**src/core/swfsm_pkg.sv**
```systemverilog
// swfsm_pkg: constants, states and carriers of the strobed receiver wake-up state machine.
// assumes a 25 MHz system clock; all other timing is derived here.
package swfsm_pkg;
    localparam int          SYS_CLK_HZ       = 25000000;
    localparam int          SAMPLE_CLK_HZ    = 615000;
    // sampling period in cycles, rounded down (1.6 us nominal)
    localparam int          SAMPLE_DIV       = SYS_CLK_HZ / SAMPLE_CLK_HZ;
    localparam int          ID_BAUD_HZ       = 310000;
    localparam int          ID_BIT_DIV       = SYS_CLK_HZ / ID_BAUD_HZ;
    localparam int          HDR_TIMEOUT      = 66;
    localparam int          HDR_TIMEOUT_TOL  = 1;
    localparam logic [7:0]  HDR_TIMEOUT_MAX  = 8'(HDR_TIMEOUT + HDR_TIMEOUT_TOL);
    localparam logic [7:0]  STROBE_RUN_PER   = 8'h01;
    localparam logic [2:0]  BIT_LAST         = 3'h7;
    localparam logic [1:0]  SLEEP_ENTRY_TS   = 2'h2;
    localparam logic [7:0]  DUMMY_BYTE       = 8'h00;
    localparam int          FIFO_WIDTH       = 9;
    localparam int          FIFO_DEPTH       = 32;

    typedef enum logic [3:0] {
        SWFSM_CONFIG,
        SWFSM_OSC_SLEEP,
        SWFSM_OSC_LISTEN,
        SWFSM_OSC_HDR_WAIT,
        SWFSM_OSC_DATA,
        SWFSM_PIN_SLEEP,
        SWFSM_PIN_LISTEN,
        SWFSM_PIN_ID_SEND,
        SWFSM_PIN_HDR_WAIT,
        SWFSM_PIN_DATA,
        SWFSM_PIN_RAW,
        SWFSM_TO_SLEEP
    } swfsm_state_e;

    // decoder events from the demodulator, one-cycle pulses
    typedef struct packed {
        logic match_word;
        logic match_word_inv;
        logic header;
        logic header_inv;
        logic end_of_msg;
        logic strobe_tick;
    } swfsm_event_s;

    // data byte with end-of-message marker as it enters the fifo
    typedef struct packed {
        logic       last;
        logic [7:0] data;
    } swfsm_word_s;

    // serial lines toward the host, plus the power-up and oscillator discharge controls
    typedef struct packed {
        logic sdata;
        logic sclk;
        logic sclk_oe;
        logic power_up;
        logic osc_discharge_en;
    } swfsm_link_s;
endpackage : swfsm_pkg

```
**src/core/swfsm_fifo.sv**
```systemverilog
// swfsm_fifo: flip-flop fifo of parameter width and depth, valid/ready on both sides.
// assumes one clock and a synchronised active-low reset copy, applied asynchronously here.
`timescale 1ns/1ps
module swfsm_fifo #(
    parameter int WIDTH = 9,
    parameter int DEPTH = 32
) (
    input  wire logic             clk_i,
    input  wire logic             rst_n_i,
    input  wire logic             in_valid_i,
    output logic                  in_ready_o,
    input  wire logic [WIDTH-1:0] in_data_i,
    output logic                  out_valid_o,
    input  wire logic             out_ready_i,
    output logic      [WIDTH-1:0] out_data_o
);
    localparam int AW = $clog2(DEPTH);

    typedef struct packed {
        logic [DEPTH-1:0][WIDTH-1:0] mem;
        logic [AW-1:0]               wr;
        logic [AW-1:0]               rd;
        logic [AW:0]                 cnt;
    } swfsm_fifo_s;

    swfsm_fifo_s st, next_st;
    logic push, pop;

    assign in_ready_o  = (st.cnt != (AW+1)'(DEPTH));
    assign out_valid_o = (st.cnt != '0);
    assign out_data_o  = st.mem[st.rd];
    assign push        = in_valid_i && in_ready_o;
    assign pop         = out_valid_o && out_ready_i;

    always_comb begin
        next_st = st;
        if (push) begin
            next_st.mem[st.wr] = in_data_i;
            next_st.wr         = st.wr + 1'b1;
        end
        if (pop) begin
            next_st.rd = st.rd + 1'b1;
        end
        next_st.cnt = st.cnt + (AW+1)'(push) - (AW+1)'(pop);
    end

    always_ff @(posedge clk_i or negedge rst_n_i) begin
        if (!rst_n_i) begin
            st <= '0;
        end else begin
            st <= next_st;
        end
    end
endmodule : swfsm_fifo

```
**src/core/swfsm_top.sv**
```systemverilog
// swfsm_top: wake-up and run control state machine of a strobed uhf data receiver.
// assumes decoder events and bytes arrive synchronous to sys_clk_i; the host spi is a slave.
`timescale 1ns/1ps
module swfsm_top
    import swfsm_pkg::*;
(
    input  wire logic         sys_clk_i,
    input  wire logic         rst_n_i,
    input  wire logic         config_hold_n_i,
    input  wire logic         wake_osc_enable_i,
    input  wire logic         packet_handler_enable_i,
    input  wire logic         wake_pin_i,
    input  wire logic         wake_pin_at_supply_i,
    input  wire logic [7:0]   match_word_i,
    input  wire logic         raw_data_i,
    input  wire swfsm_event_s event_i,
    input  wire logic         byte_valid_i,
    input  wire logic [7:0]   byte_data_i,
    output logic              byte_ready_o,
    output swfsm_link_s       link_o,
    output swfsm_state_e      state_o
);
    typedef struct packed {
        swfsm_state_e state;
        swfsm_state_e target;
        logic [5:0]   samp_cnt;
        logic         samp_tick;
        logic         hold_seen;
        logic [7:0]   timeout;
        logic         strobe_end;
        logic         invert;
        logic         pending;
        logic [1:0]   delay;
        logic         drain;
        logic [7:0]   sreg;
        logic [3:0]   bits;
        logic [5:0]   bit_cnt;
        logic         bit_half;
        logic         ev_word;
        logic         ev_hdr;
        logic         ev_hdr_inv;
        logic         ev_eom;
        swfsm_link_s  link;
    } swfsm_top_s;

    logic          rst_meta;
    logic          rst_sync;
    swfsm_top_s    st, next_st;
    logic          fifo_in_ready;
    logic          fifo_out_valid;
    logic          fifo_out_ready;
    swfsm_word_s   fifo_out;
    swfsm_word_s   fifo_in;
    logic          data_state;
    logic          shifting;
    logic          bit_step;

    always_ff @(posedge sys_clk_i or negedge rst_n_i) begin
        if (!rst_n_i) begin
            rst_meta <= 1'b0;
            rst_sync <= 1'b0;
        end else begin
            rst_meta <= 1'b1;
            rst_sync <= rst_meta;
        end
    end

    assign data_state = (st.state == SWFSM_OSC_DATA) || (st.state == SWFSM_PIN_DATA);
    assign fifo_in    = '{last: event_i.end_of_msg, data: byte_data_i};
    assign shifting   = (st.bits != '0);
    assign fifo_out_ready = data_state && !shifting && packet_handler_enable_i;
    // bit rate: 310 kBd for the match byte, sample-rate halves for data
    // each bit is two steps, so the match byte steps at half its bit time
    assign bit_step   = (st.state == SWFSM_PIN_ID_SEND) ? (st.bit_cnt == 6'(ID_BIT_DIV / 2 - 1))
                                                        : st.samp_tick;

    // bytes queue here so a slow shift-out stalls the decoder instead of losing data
    swfsm_fifo #(
        .WIDTH (FIFO_WIDTH),
        .DEPTH (FIFO_DEPTH)
    ) u_fifo (
        .clk_i       (sys_clk_i),
        .rst_n_i     (rst_sync),
        .in_valid_i  (byte_valid_i && data_state),
        .in_ready_o  (fifo_in_ready),
        .in_data_i   (fifo_in),
        .out_valid_o (fifo_out_valid),
        .out_ready_i (fifo_out_ready),
        .out_data_o  (fifo_out)
    );

    always_comb begin
        next_st = st;
        next_st.samp_tick = 1'b0;
        // sample period divider
        if (st.samp_cnt == 6'(SAMPLE_DIV - 1)) begin
            next_st.samp_cnt  = '0;
            next_st.samp_tick = 1'b1;
        end else begin
            next_st.samp_cnt = st.samp_cnt + 1'b1;
        end
        // events are latched and acted on at the next sample tick
        next_st.ev_word    = st.ev_word | event_i.match_word | event_i.match_word_inv;
        next_st.ev_hdr     = st.ev_hdr | event_i.header;
        next_st.ev_hdr_inv = st.ev_hdr_inv | event_i.header_inv;
        next_st.ev_eom     = st.ev_eom | (event_i.end_of_msg & byte_valid_i);
        if (event_i.strobe_tick) begin
            next_st.strobe_end = 1'b1;
        end
        if (event_i.strobe_tick && st.state == SWFSM_OSC_HDR_WAIT) begin
            next_st.timeout = st.timeout + 1'b1;
        end
        // serial shifter, msb first, clock high in second half of bit in the data states only
        if (shifting && bit_step) begin
            if (!st.bit_half) begin
                next_st.bit_half = 1'b1;
                next_st.link.sclk = packet_handler_enable_i && data_state;
            end else begin
                next_st.bit_half  = 1'b0;
                next_st.link.sclk = 1'b0;
                next_st.bits      = st.bits - 1'b1;
                next_st.sreg      = {st.sreg[6:0], 1'b0};
                next_st.link.sdata = st.sreg[6] ^ (st.invert & data_state);
            end
        end
        next_st.bit_cnt = (shifting && !bit_step) ? st.bit_cnt + 1'b1 : '0;
        if (fifo_out_ready && fifo_out_valid) begin
            next_st.sreg       = fifo_out.data;
            next_st.bits       = 4'(BIT_LAST) + 4'h1;
            next_st.link.sdata = fifo_out.data[7] ^ st.invert;
        end
        if (st.state == SWFSM_PIN_RAW) begin
            next_st.link.sdata = raw_data_i;
            next_st.link.sclk  = 1'b0;
        end
        next_st.link.sclk_oe = packet_handler_enable_i && config_hold_n_i;
        next_st.link.osc_discharge_en = wake_osc_enable_i && !wake_pin_at_supply_i;
        next_st.link.power_up = !(st.state == SWFSM_OSC_SLEEP
                                  || st.state == SWFSM_PIN_SLEEP);

        if (st.samp_tick) begin
            next_st.hold_seen = !config_hold_n_i;
            case (st.state)
                SWFSM_CONFIG: begin
                    if (config_hold_n_i) begin
                        next_st.state = wake_osc_enable_i ? SWFSM_OSC_SLEEP : SWFSM_PIN_SLEEP;
                    end
                end
                SWFSM_OSC_SLEEP: begin
                    if (!wake_osc_enable_i) begin
                        next_st.state = SWFSM_PIN_SLEEP;
                    end else if (st.strobe_end || wake_pin_i) begin
                        next_st.state      = SWFSM_OSC_LISTEN;
                        next_st.strobe_end = 1'b0;
                        next_st.ev_word    = 1'b0;
                    end
                end
                SWFSM_OSC_LISTEN: begin
                    if (st.ev_word) begin
                        next_st.state   = SWFSM_OSC_HDR_WAIT;
                        next_st.timeout = '0;
                        next_st.ev_hdr  = 1'b0;
                        next_st.ev_hdr_inv = 1'b0;
                    end else if (st.strobe_end && !wake_pin_i && !wake_pin_at_supply_i) begin
                        next_st.target  = SWFSM_OSC_SLEEP;
                        next_st.state   = SWFSM_TO_SLEEP;
                        next_st.delay   = SLEEP_ENTRY_TS - 2'h1;
                    end else if (st.strobe_end) begin
                        next_st.strobe_end = 1'b0;
                    end
                end
                SWFSM_OSC_HDR_WAIT: begin
                    if (st.ev_hdr || st.ev_hdr_inv) begin
                        next_st.state  = SWFSM_OSC_DATA;
                        next_st.invert = st.ev_hdr_inv;
                        next_st.ev_eom = 1'b0;
                    end else if (st.timeout >= HDR_TIMEOUT_MAX - 8'h1) begin
                        next_st.target = SWFSM_OSC_SLEEP;
                        next_st.state  = SWFSM_TO_SLEEP;
                        next_st.delay  = SLEEP_ENTRY_TS - 2'h1;
                    end
                end
                SWFSM_OSC_DATA: begin
                    if (st.ev_eom && !fifo_out_valid && !shifting) begin
                        // dummy byte shifts with sclk held low, holding off sleep for one byte time
                        next_st.sreg   = DUMMY_BYTE;
                        next_st.bits   = 4'(BIT_LAST) + 4'h1;
                        next_st.drain  = 1'b1;
                        next_st.target = SWFSM_OSC_SLEEP;
                        next_st.state  = SWFSM_TO_SLEEP;
                        next_st.delay  = SLEEP_ENTRY_TS - 2'h1;
                    end
                end
                SWFSM_PIN_SLEEP: begin
                    if (wake_osc_enable_i) begin
                        next_st.state = SWFSM_OSC_SLEEP;
                    end else if (wake_pin_i || wake_pin_at_supply_i) begin
                        next_st.state   = SWFSM_PIN_LISTEN;
                        next_st.ev_word = 1'b0;
                    end
                end
                SWFSM_PIN_LISTEN: begin
                    if (!wake_pin_i && !wake_pin_at_supply_i) begin
                        next_st.target = SWFSM_PIN_SLEEP;
                        next_st.state  = SWFSM_TO_SLEEP;
                        next_st.delay  = SLEEP_ENTRY_TS - 2'h1;
                    end else if (st.ev_word) begin
                        next_st.state  = SWFSM_PIN_ID_SEND;
                        next_st.sreg   = match_word_i;
                        next_st.bits   = 4'(BIT_LAST) + 4'h1;
                        next_st.link.sdata = match_word_i[7];
                    end
                end
                SWFSM_PIN_ID_SEND: begin
                    if (!wake_pin_i) begin
                        next_st.target = SWFSM_PIN_SLEEP;
                        next_st.state  = SWFSM_TO_SLEEP;
                        next_st.delay  = SLEEP_ENTRY_TS - 2'h1;
                        next_st.bits   = '0;
                    end else if (!shifting) begin
                        next_st.state  = SWFSM_PIN_HDR_WAIT;
                        next_st.ev_hdr = 1'b0;
                        next_st.ev_hdr_inv = 1'b0;
                    end
                end
                SWFSM_PIN_HDR_WAIT: begin
                    if (!wake_pin_i) begin
                        next_st.target = SWFSM_PIN_SLEEP;
                        next_st.state  = SWFSM_TO_SLEEP;
                        next_st.delay  = SLEEP_ENTRY_TS - 2'h1;
                    end else if (st.ev_hdr || st.ev_hdr_inv) begin
                        next_st.state  = SWFSM_PIN_DATA;
                        next_st.invert = st.ev_hdr_inv;
                        next_st.ev_eom = 1'b0;
                    end
                end
                SWFSM_PIN_DATA: begin
                    if (!wake_pin_i) begin
                        // current byte keeps shifting during the sleep entry
                        next_st.drain  = shifting;
                        next_st.target = SWFSM_PIN_SLEEP;
                        next_st.state  = SWFSM_TO_SLEEP;
                        next_st.delay  = SLEEP_ENTRY_TS - 2'h1;
                    end else if (st.ev_eom && !fifo_out_valid && !shifting) begin
                        next_st.state = SWFSM_PIN_RAW;
                    end
                end
                SWFSM_PIN_RAW: begin
                    if (!wake_pin_i) begin
                        next_st.target = SWFSM_PIN_SLEEP;
                        next_st.state  = SWFSM_TO_SLEEP;
                        next_st.delay  = SLEEP_ENTRY_TS - 2'h1;
                    end
                end
                SWFSM_TO_SLEEP: begin
                    // two sample periods of sleep entry, stretched while a byte drains
                    if (st.delay != '0) begin
                        next_st.delay = st.delay - 2'h1;
                    end else if (!(st.drain && shifting)) begin
                        next_st.state  = st.target;
                        next_st.drain  = 1'b0;
                        next_st.invert = 1'b0;
                        next_st.strobe_end = 1'b0;
                    end
                end
                default: begin
                    next_st.state = SWFSM_CONFIG;
                end
            endcase
            // hold low over two consecutive ticks means longer than one period
            if (!config_hold_n_i && st.hold_seen) begin
                next_st.state = SWFSM_CONFIG;
                next_st.bits  = '0;
                next_st.drain = 1'b0;
            end
        end
    end

    always_ff @(posedge sys_clk_i or negedge rst_sync) begin
        if (!rst_sync) begin
            st          <= '0;
            st.state    <= SWFSM_CONFIG;
            st.target   <= SWFSM_CONFIG;
            byte_ready_o <= 1'b0;
            link_o      <= '0;
            state_o     <= SWFSM_CONFIG;
        end else begin
            st          <= next_st;
            byte_ready_o <= fifo_in_ready;
            link_o      <= next_st.link;
            state_o     <= next_st.state;
        end
    end
endmodule : swfsm_top

```
**config.mk**
```make
export PLATFORM = sky130hd
export DESIGN_NAME = swfsm_top
export DESIGN_NICKNAME = d
export VERILOG_FILES = /design/src/core/swfsm_pkg.sv /design/src/core/swfsm_fifo.sv /design/src/core/swfsm_top.sv
export SDC_FILE = /design/constraint.sdc
export NUM_CORES = 1
export LEC_CHECK = 0
export BUFFER_PORTS_ARGS = -buffer_cell sky130_fd_sc_hd__buf_2
export CORE_MARGIN = 3
export CORE_UTILIZATION = 47
export DETAILED_ROUTE_END_ITERATION = 7
export SYNTH_ARGS = -nofsm -noshare
export SYNTH_HDL_FRONTEND = slang
export SYNTH_SLANG_ARGS = --single-unit
```
**constraint.sdc**
```tcl
create_clock -name sys_clk_i -period 30.2 [get_ports sys_clk_i]
set_clock_uncertainty 0.2 [all_clocks]
set_input_delay 6.04 -clock sys_clk_i [delete_from_list [all_inputs] [get_ports sys_clk_i]]
set_output_delay 6.04 -clock sys_clk_i [all_outputs]
set_load 0.02 [all_outputs]
```
Yosys cells after proc, flatten, opt, wreduce, memory -nomap -nowiden --
Index checks and enable logic that the tools add are counted.
Word-level totals: flip-flop bits (word level) 364, latch bits 0, RAM bits 0, ROM bits 0, input port bits 31, output and inout port bits 10, logic and storage cells 272, memories kept 0
Operators by class: $add $sub $neg 9, $mul 0, divide/modulo/power cells 0, magnitude comparators 4, eq/ne operators 42, shifts and indexed selects 0, mux-type cells 100, bitwise logic cells 9, reductions and logical operators 47
Operators with widths (count):
- $bwmux 288 | 1
- $mux 4 | 24
- $mux 12 | 6
- $mux 8 | 8
- $pmux 4 s12 | 1
- $bmux 9 s5 | 1
- $demux 9 s5 | 1
- $mux 2 | 14
- $mux 1 | 26
- $ne 2x2->1 const B | 12
- $pmux 4 s6 | 1
- $logic_and 1x1->1 | 19
- $eq 4x3->1 const B | 4
- $eq 4x4->1 const B | 4
- $pmux 8 s2 | 1
- $mux 15 | 1
- $pmux 2 s7 | 1
- $reduce_and 14->1 | 1
- $add 6x1->6 const B | 2
- $eq 6x6->1 const B | 2
- $lt 5x6->1 const B | 2
- $mux 6 | 2
- $ne 4x2->1 const B | 3
- $ne 4x4->1 const B | 3
- other kinds (41) | 71

Logic depth before layout (Yosys ltp) --
depth in word-level cells 12, depth in mapped cells 15, mapped depth without buffers 14

Cells and area by module --
Synthesis repeated with hierarchy kept, for this count alone.
Second synthesis, totals: cell total of the unflattened synthesis 1329, area, all modules 17653.2 um2
By module, submodules not included:
- swfsm_fifo | instances 1, cells each 928, area each 14108.5 um2, seq. area each 7607.3 um2
- swfsm_top | instances 1, cells each 401, area each 3544.6 um2, seq. area each 1426.4 um2

Worst setup path after synthesis --
No wires, ideal clock.
path type input-to-reg, start in packet_handler_enable_i, end reg u_fifo.st[5] in the netlist's numbering, library setup time 79 ps, arrival time 7780 ps, required time 29921 ps, slack 22141 ps, stages on the path 11, cells stage by stage nand3_1 inv_1 clkbuf_1 ha_1 inv_1 ha_1 a21o_1 a21oi_1 o21bai_1 a21oi_1 xor2_1
RTL lines:
- start: declaration | line swfsm_top.sv:11 | input wire logic packet_handler_enable_i,
- end signal: assignment | line swfsm_fifo.sv:51 | st <= next_st;
- end: declaration | line swfsm_fifo.sv:26 | swfsm_fifo_s st, next_st;

==> run summary <==
die area: 0.0366 mm^2
die height: 191 um
setup violators final: 0
Fmax: 122 MHz
IO Pins: 41
setup ws final: 22.03 ns
Yosys top cell area share: 51.0%
routed len/inst: 22.2 um
R2R depth: 12
share of layout cells above drive strength 1: 36.5%
Post-DP HPWL: 24700 um
# DRC: 0
Port Buf Inserts: 40
setup_tns: 0 ns
critical path peak fanout: 14
Seq. cell area: 0.00825 mm^2
number of setup buffers added after CTS: 0
Post-CTS Hold Buffers: 0
Iteration-0 DRC Markers: 609
FP Rows: 67
Syn Nets: 1282
FF+latch count, synth: 329
Final nets: 1288
Required @ worst endpoint: 30.45 ns
post-layout min period: 8.17 ns
vias in the first global route: 10.1k
Global Route Usage Sum: 21.4%
EDFF count, synth: 0
endpoints failing hold: 0
clock root buffer: clkbuf_16
post-synthesis cell area: 0.0161 mm^2
post-route ant nets: 0
via count: 10.0k
Area contributors post-synth: dfrtp_1 (51%), mux2_2 (18%), mux4_2 (9.8%)
Mapped Cells: 1230
initial antenna violation count: 0
1st-pass router iterations: 4
clock power share: 44.6%
R2R setup slack: 26.07 ns
Initial Utilization: 47.9%
register share of total power: 44.4%
max-slew headroom at the worst pin: 34.1%
Area after DPL: 0.0166 mm^2
CTS tree: built
combinational power share: 11.1%
CTS max path bufs: 3
fin area: 0.0179 mm^2
Hold Crit Class: reg2async
worst vdd ir: 0.0564 mV
multi-input logic area: 0.00743 mm^2
CTS Buf Count: 39
R2R Path End: u_fifo.st[5]
RSZ-0062 raised after global routing: false
crit path cell chain: buf_2, nand3_1, inv_1, ha_1, inv_1, ha_1, a21o_1, a21oi_1, o21bai_1, a21oi_1, xor2_1
register area share after synthesis: 51.0%
top_reg_cell synth: dfrtp_1
Horiz. Die Dim: 191 um
Cell Int Power: 815 uW
Avg Inst Size Synth: 13.1 um^2
most instantiated cells after synthesis: dfrtp_1 (329), mux2_2 (260), nand2_1 (72), mux4_2 (70), nor2_1 (58)
pwr dens: 60.4 mW/mm^2
synth unique cells: 64
filler instances: 2886
final worst path period share: 27.1%
RR Startpoint: st[54]
CTS clock-pin slew for the worst setup and hold paths: 0.06 ns
DP Worst Slack: 21.54 ns
switching share of power: 24.8%
most frequent cell after synthesis: dfrtp_1
Sink Count: 329
CTS H-tree lvls: 2
Crit Path Class: in2reg
Worst Setup End Kind: flip-flop
first-pass GRT wire length: 60000 um
Synth Warn #: 0
Critical Path Max Stage Delay: 0.49 ns
DRT Wirelength: 38000 um
DR vias/cell: 5.87
Synth async-reset ratio: 100%
CP Data Arrival Time: 8.42 ns
total of max-cap violations: 0
worst slew pin tran: 0.988 ns
status: finished, final reports clean
post_cts resized: 0
sw power: 269 uW
area grow syn2layout: 11.2%
Ant. Diodes: 0
Core ar.: 0.0337 mm^2
largest net degree at the start of global routing: 76
Synth area leader: dfrtp_1
P_leak: 8.34 nW
worst skew pair latency: 0.52 ns
Slowest-stage cell, CP: inv_1
GPL Wtd Cong: 0.859
Max Slew Vio Count: 0
grt total ovfl: 0
CP startpoint kind: primary input
==> per-layer routing <==
layer	track usage, %	up-vias	share of wire [%]
met1	31.3	5238	47
li1	-	4530	-
met2	33.0	209	46
met3	4.11	59	5.3
met5	0	-	0
met4	5.14	0	1.8
==> flip-flops by register name (all words and copies together), names as in the netlist <==
register,count
rst_sync,1
rst_meta,1
byte_ready_o,1
u_fifo.st,272
st,51
link_o,3
==> cell families after synthesis <==
group | count (synthesis) | synth area share, %
buffers and inverters | 111 | 2.92
multiplexers | 356 | 29.5
AO/OA/AOI/OAI | 137 | 5.65
other | 1 | 0.0232
flip-flops | 329 | 51.0
XOR/XNOR | 32 | 1.74
adder cells (fa/ha/maj) | 21 | 1.68
AND/OR/NAND/NOR | 243 | 7.42
==> cells in the final DEF (no fill, tap or decap), types with 4 or more instances in the layout <==
cell type,count
dfrtp_1,325
mux2_2,260
nand2_1,72
mux4_2,70
nor2_1,58
clkbuf_16,41
buf_2,40
nand3_1,35
o21ai_0,32
a21oi_1,30
inv_1,26
mux2i_1,26
ha_1,20
xor2_1,18
o211ai_1,14
xnor2_1,14
clkbuf_8,12
buf_4,10
nor3_1,9
nor2b_1,8
a211oi_1,8
nand2_2,8
nand4_1,7
and3_1,7
a22o_1,7
clkbuf_1,7
a21o_1,6
and2_1,6
nand2b_1,5
a22oi_1,5
nand3b_1,4
o22ai_1,4
nor3b_1,4
==> stage by stage <==
step	hold slack (ns)	std cells	total power [mW]	util [%]
final	0.0211	1711	1.08	53.2
after global routing	0.0538	1711	1.13	53.2
after CTS	0.0342	1711	1.10	53.2
after detailed placement	0.0278	1643	0.609	49.3
after global placement	0.0265	1643	0.607	49.3
after floorplan	0.131	1230	0.577	-
==> cell type report <==
cell class                 count  area share (%)
tap                          448            3.12
sequential                   329            45.9
multi-input combinational    790            41.4
clock inverter                 8           0.676
clock buffer                  60            6.78
inverter                      26           0.544
timing repair buffer          50            1.53
==> worst max-delay path by stage <==
| stage | from | endpoint | slack, ns |
|---|---|---|---|
| after floorplan | rst_sync | byte_ready_o | 20.15 |
| after global placement | packet_handler_enable_i | u_fifo.st[4] | 21.62 |
| after detailed placement | packet_handler_enable_i | u_fifo.st[5] | 21.54 |
| after CTS | packet_handler_enable_i | u_fifo.st[5] | 22.06 |
| after global routing | packet_handler_enable_i | u_fifo.st[5] | 21.79 |
| final | packet_handler_enable_i | u_fifo.st[5] | 22.03 |
==> power by group through the flow <==
stage / Clock, mW / Sequential, mW / Combinational [mW]
finish: 0.483 / 0.481 / 0.120
CTS: 0.495 / 0.481 / 0.121
global route: 0.513 / 0.483 / 0.135
floorplan: 0 / 0.484 / 0.0933
global placement: 0 / 0.488 / 0.119
detailed placement: 0 / 0.488 / 0.120
==> critical path: cells and delay by family <==
family                   cells  cell delay (ns)
AO/OA/AOI/OAI                4             0.66
adder cells (fa/ha/maj)      2             0.52
buffers and inverters        3             0.66
XOR/XNOR                     1             0.16
AND/OR/NAND/NOR              1             0.38
Note: power is estimated with default switching activity, not from simulation.
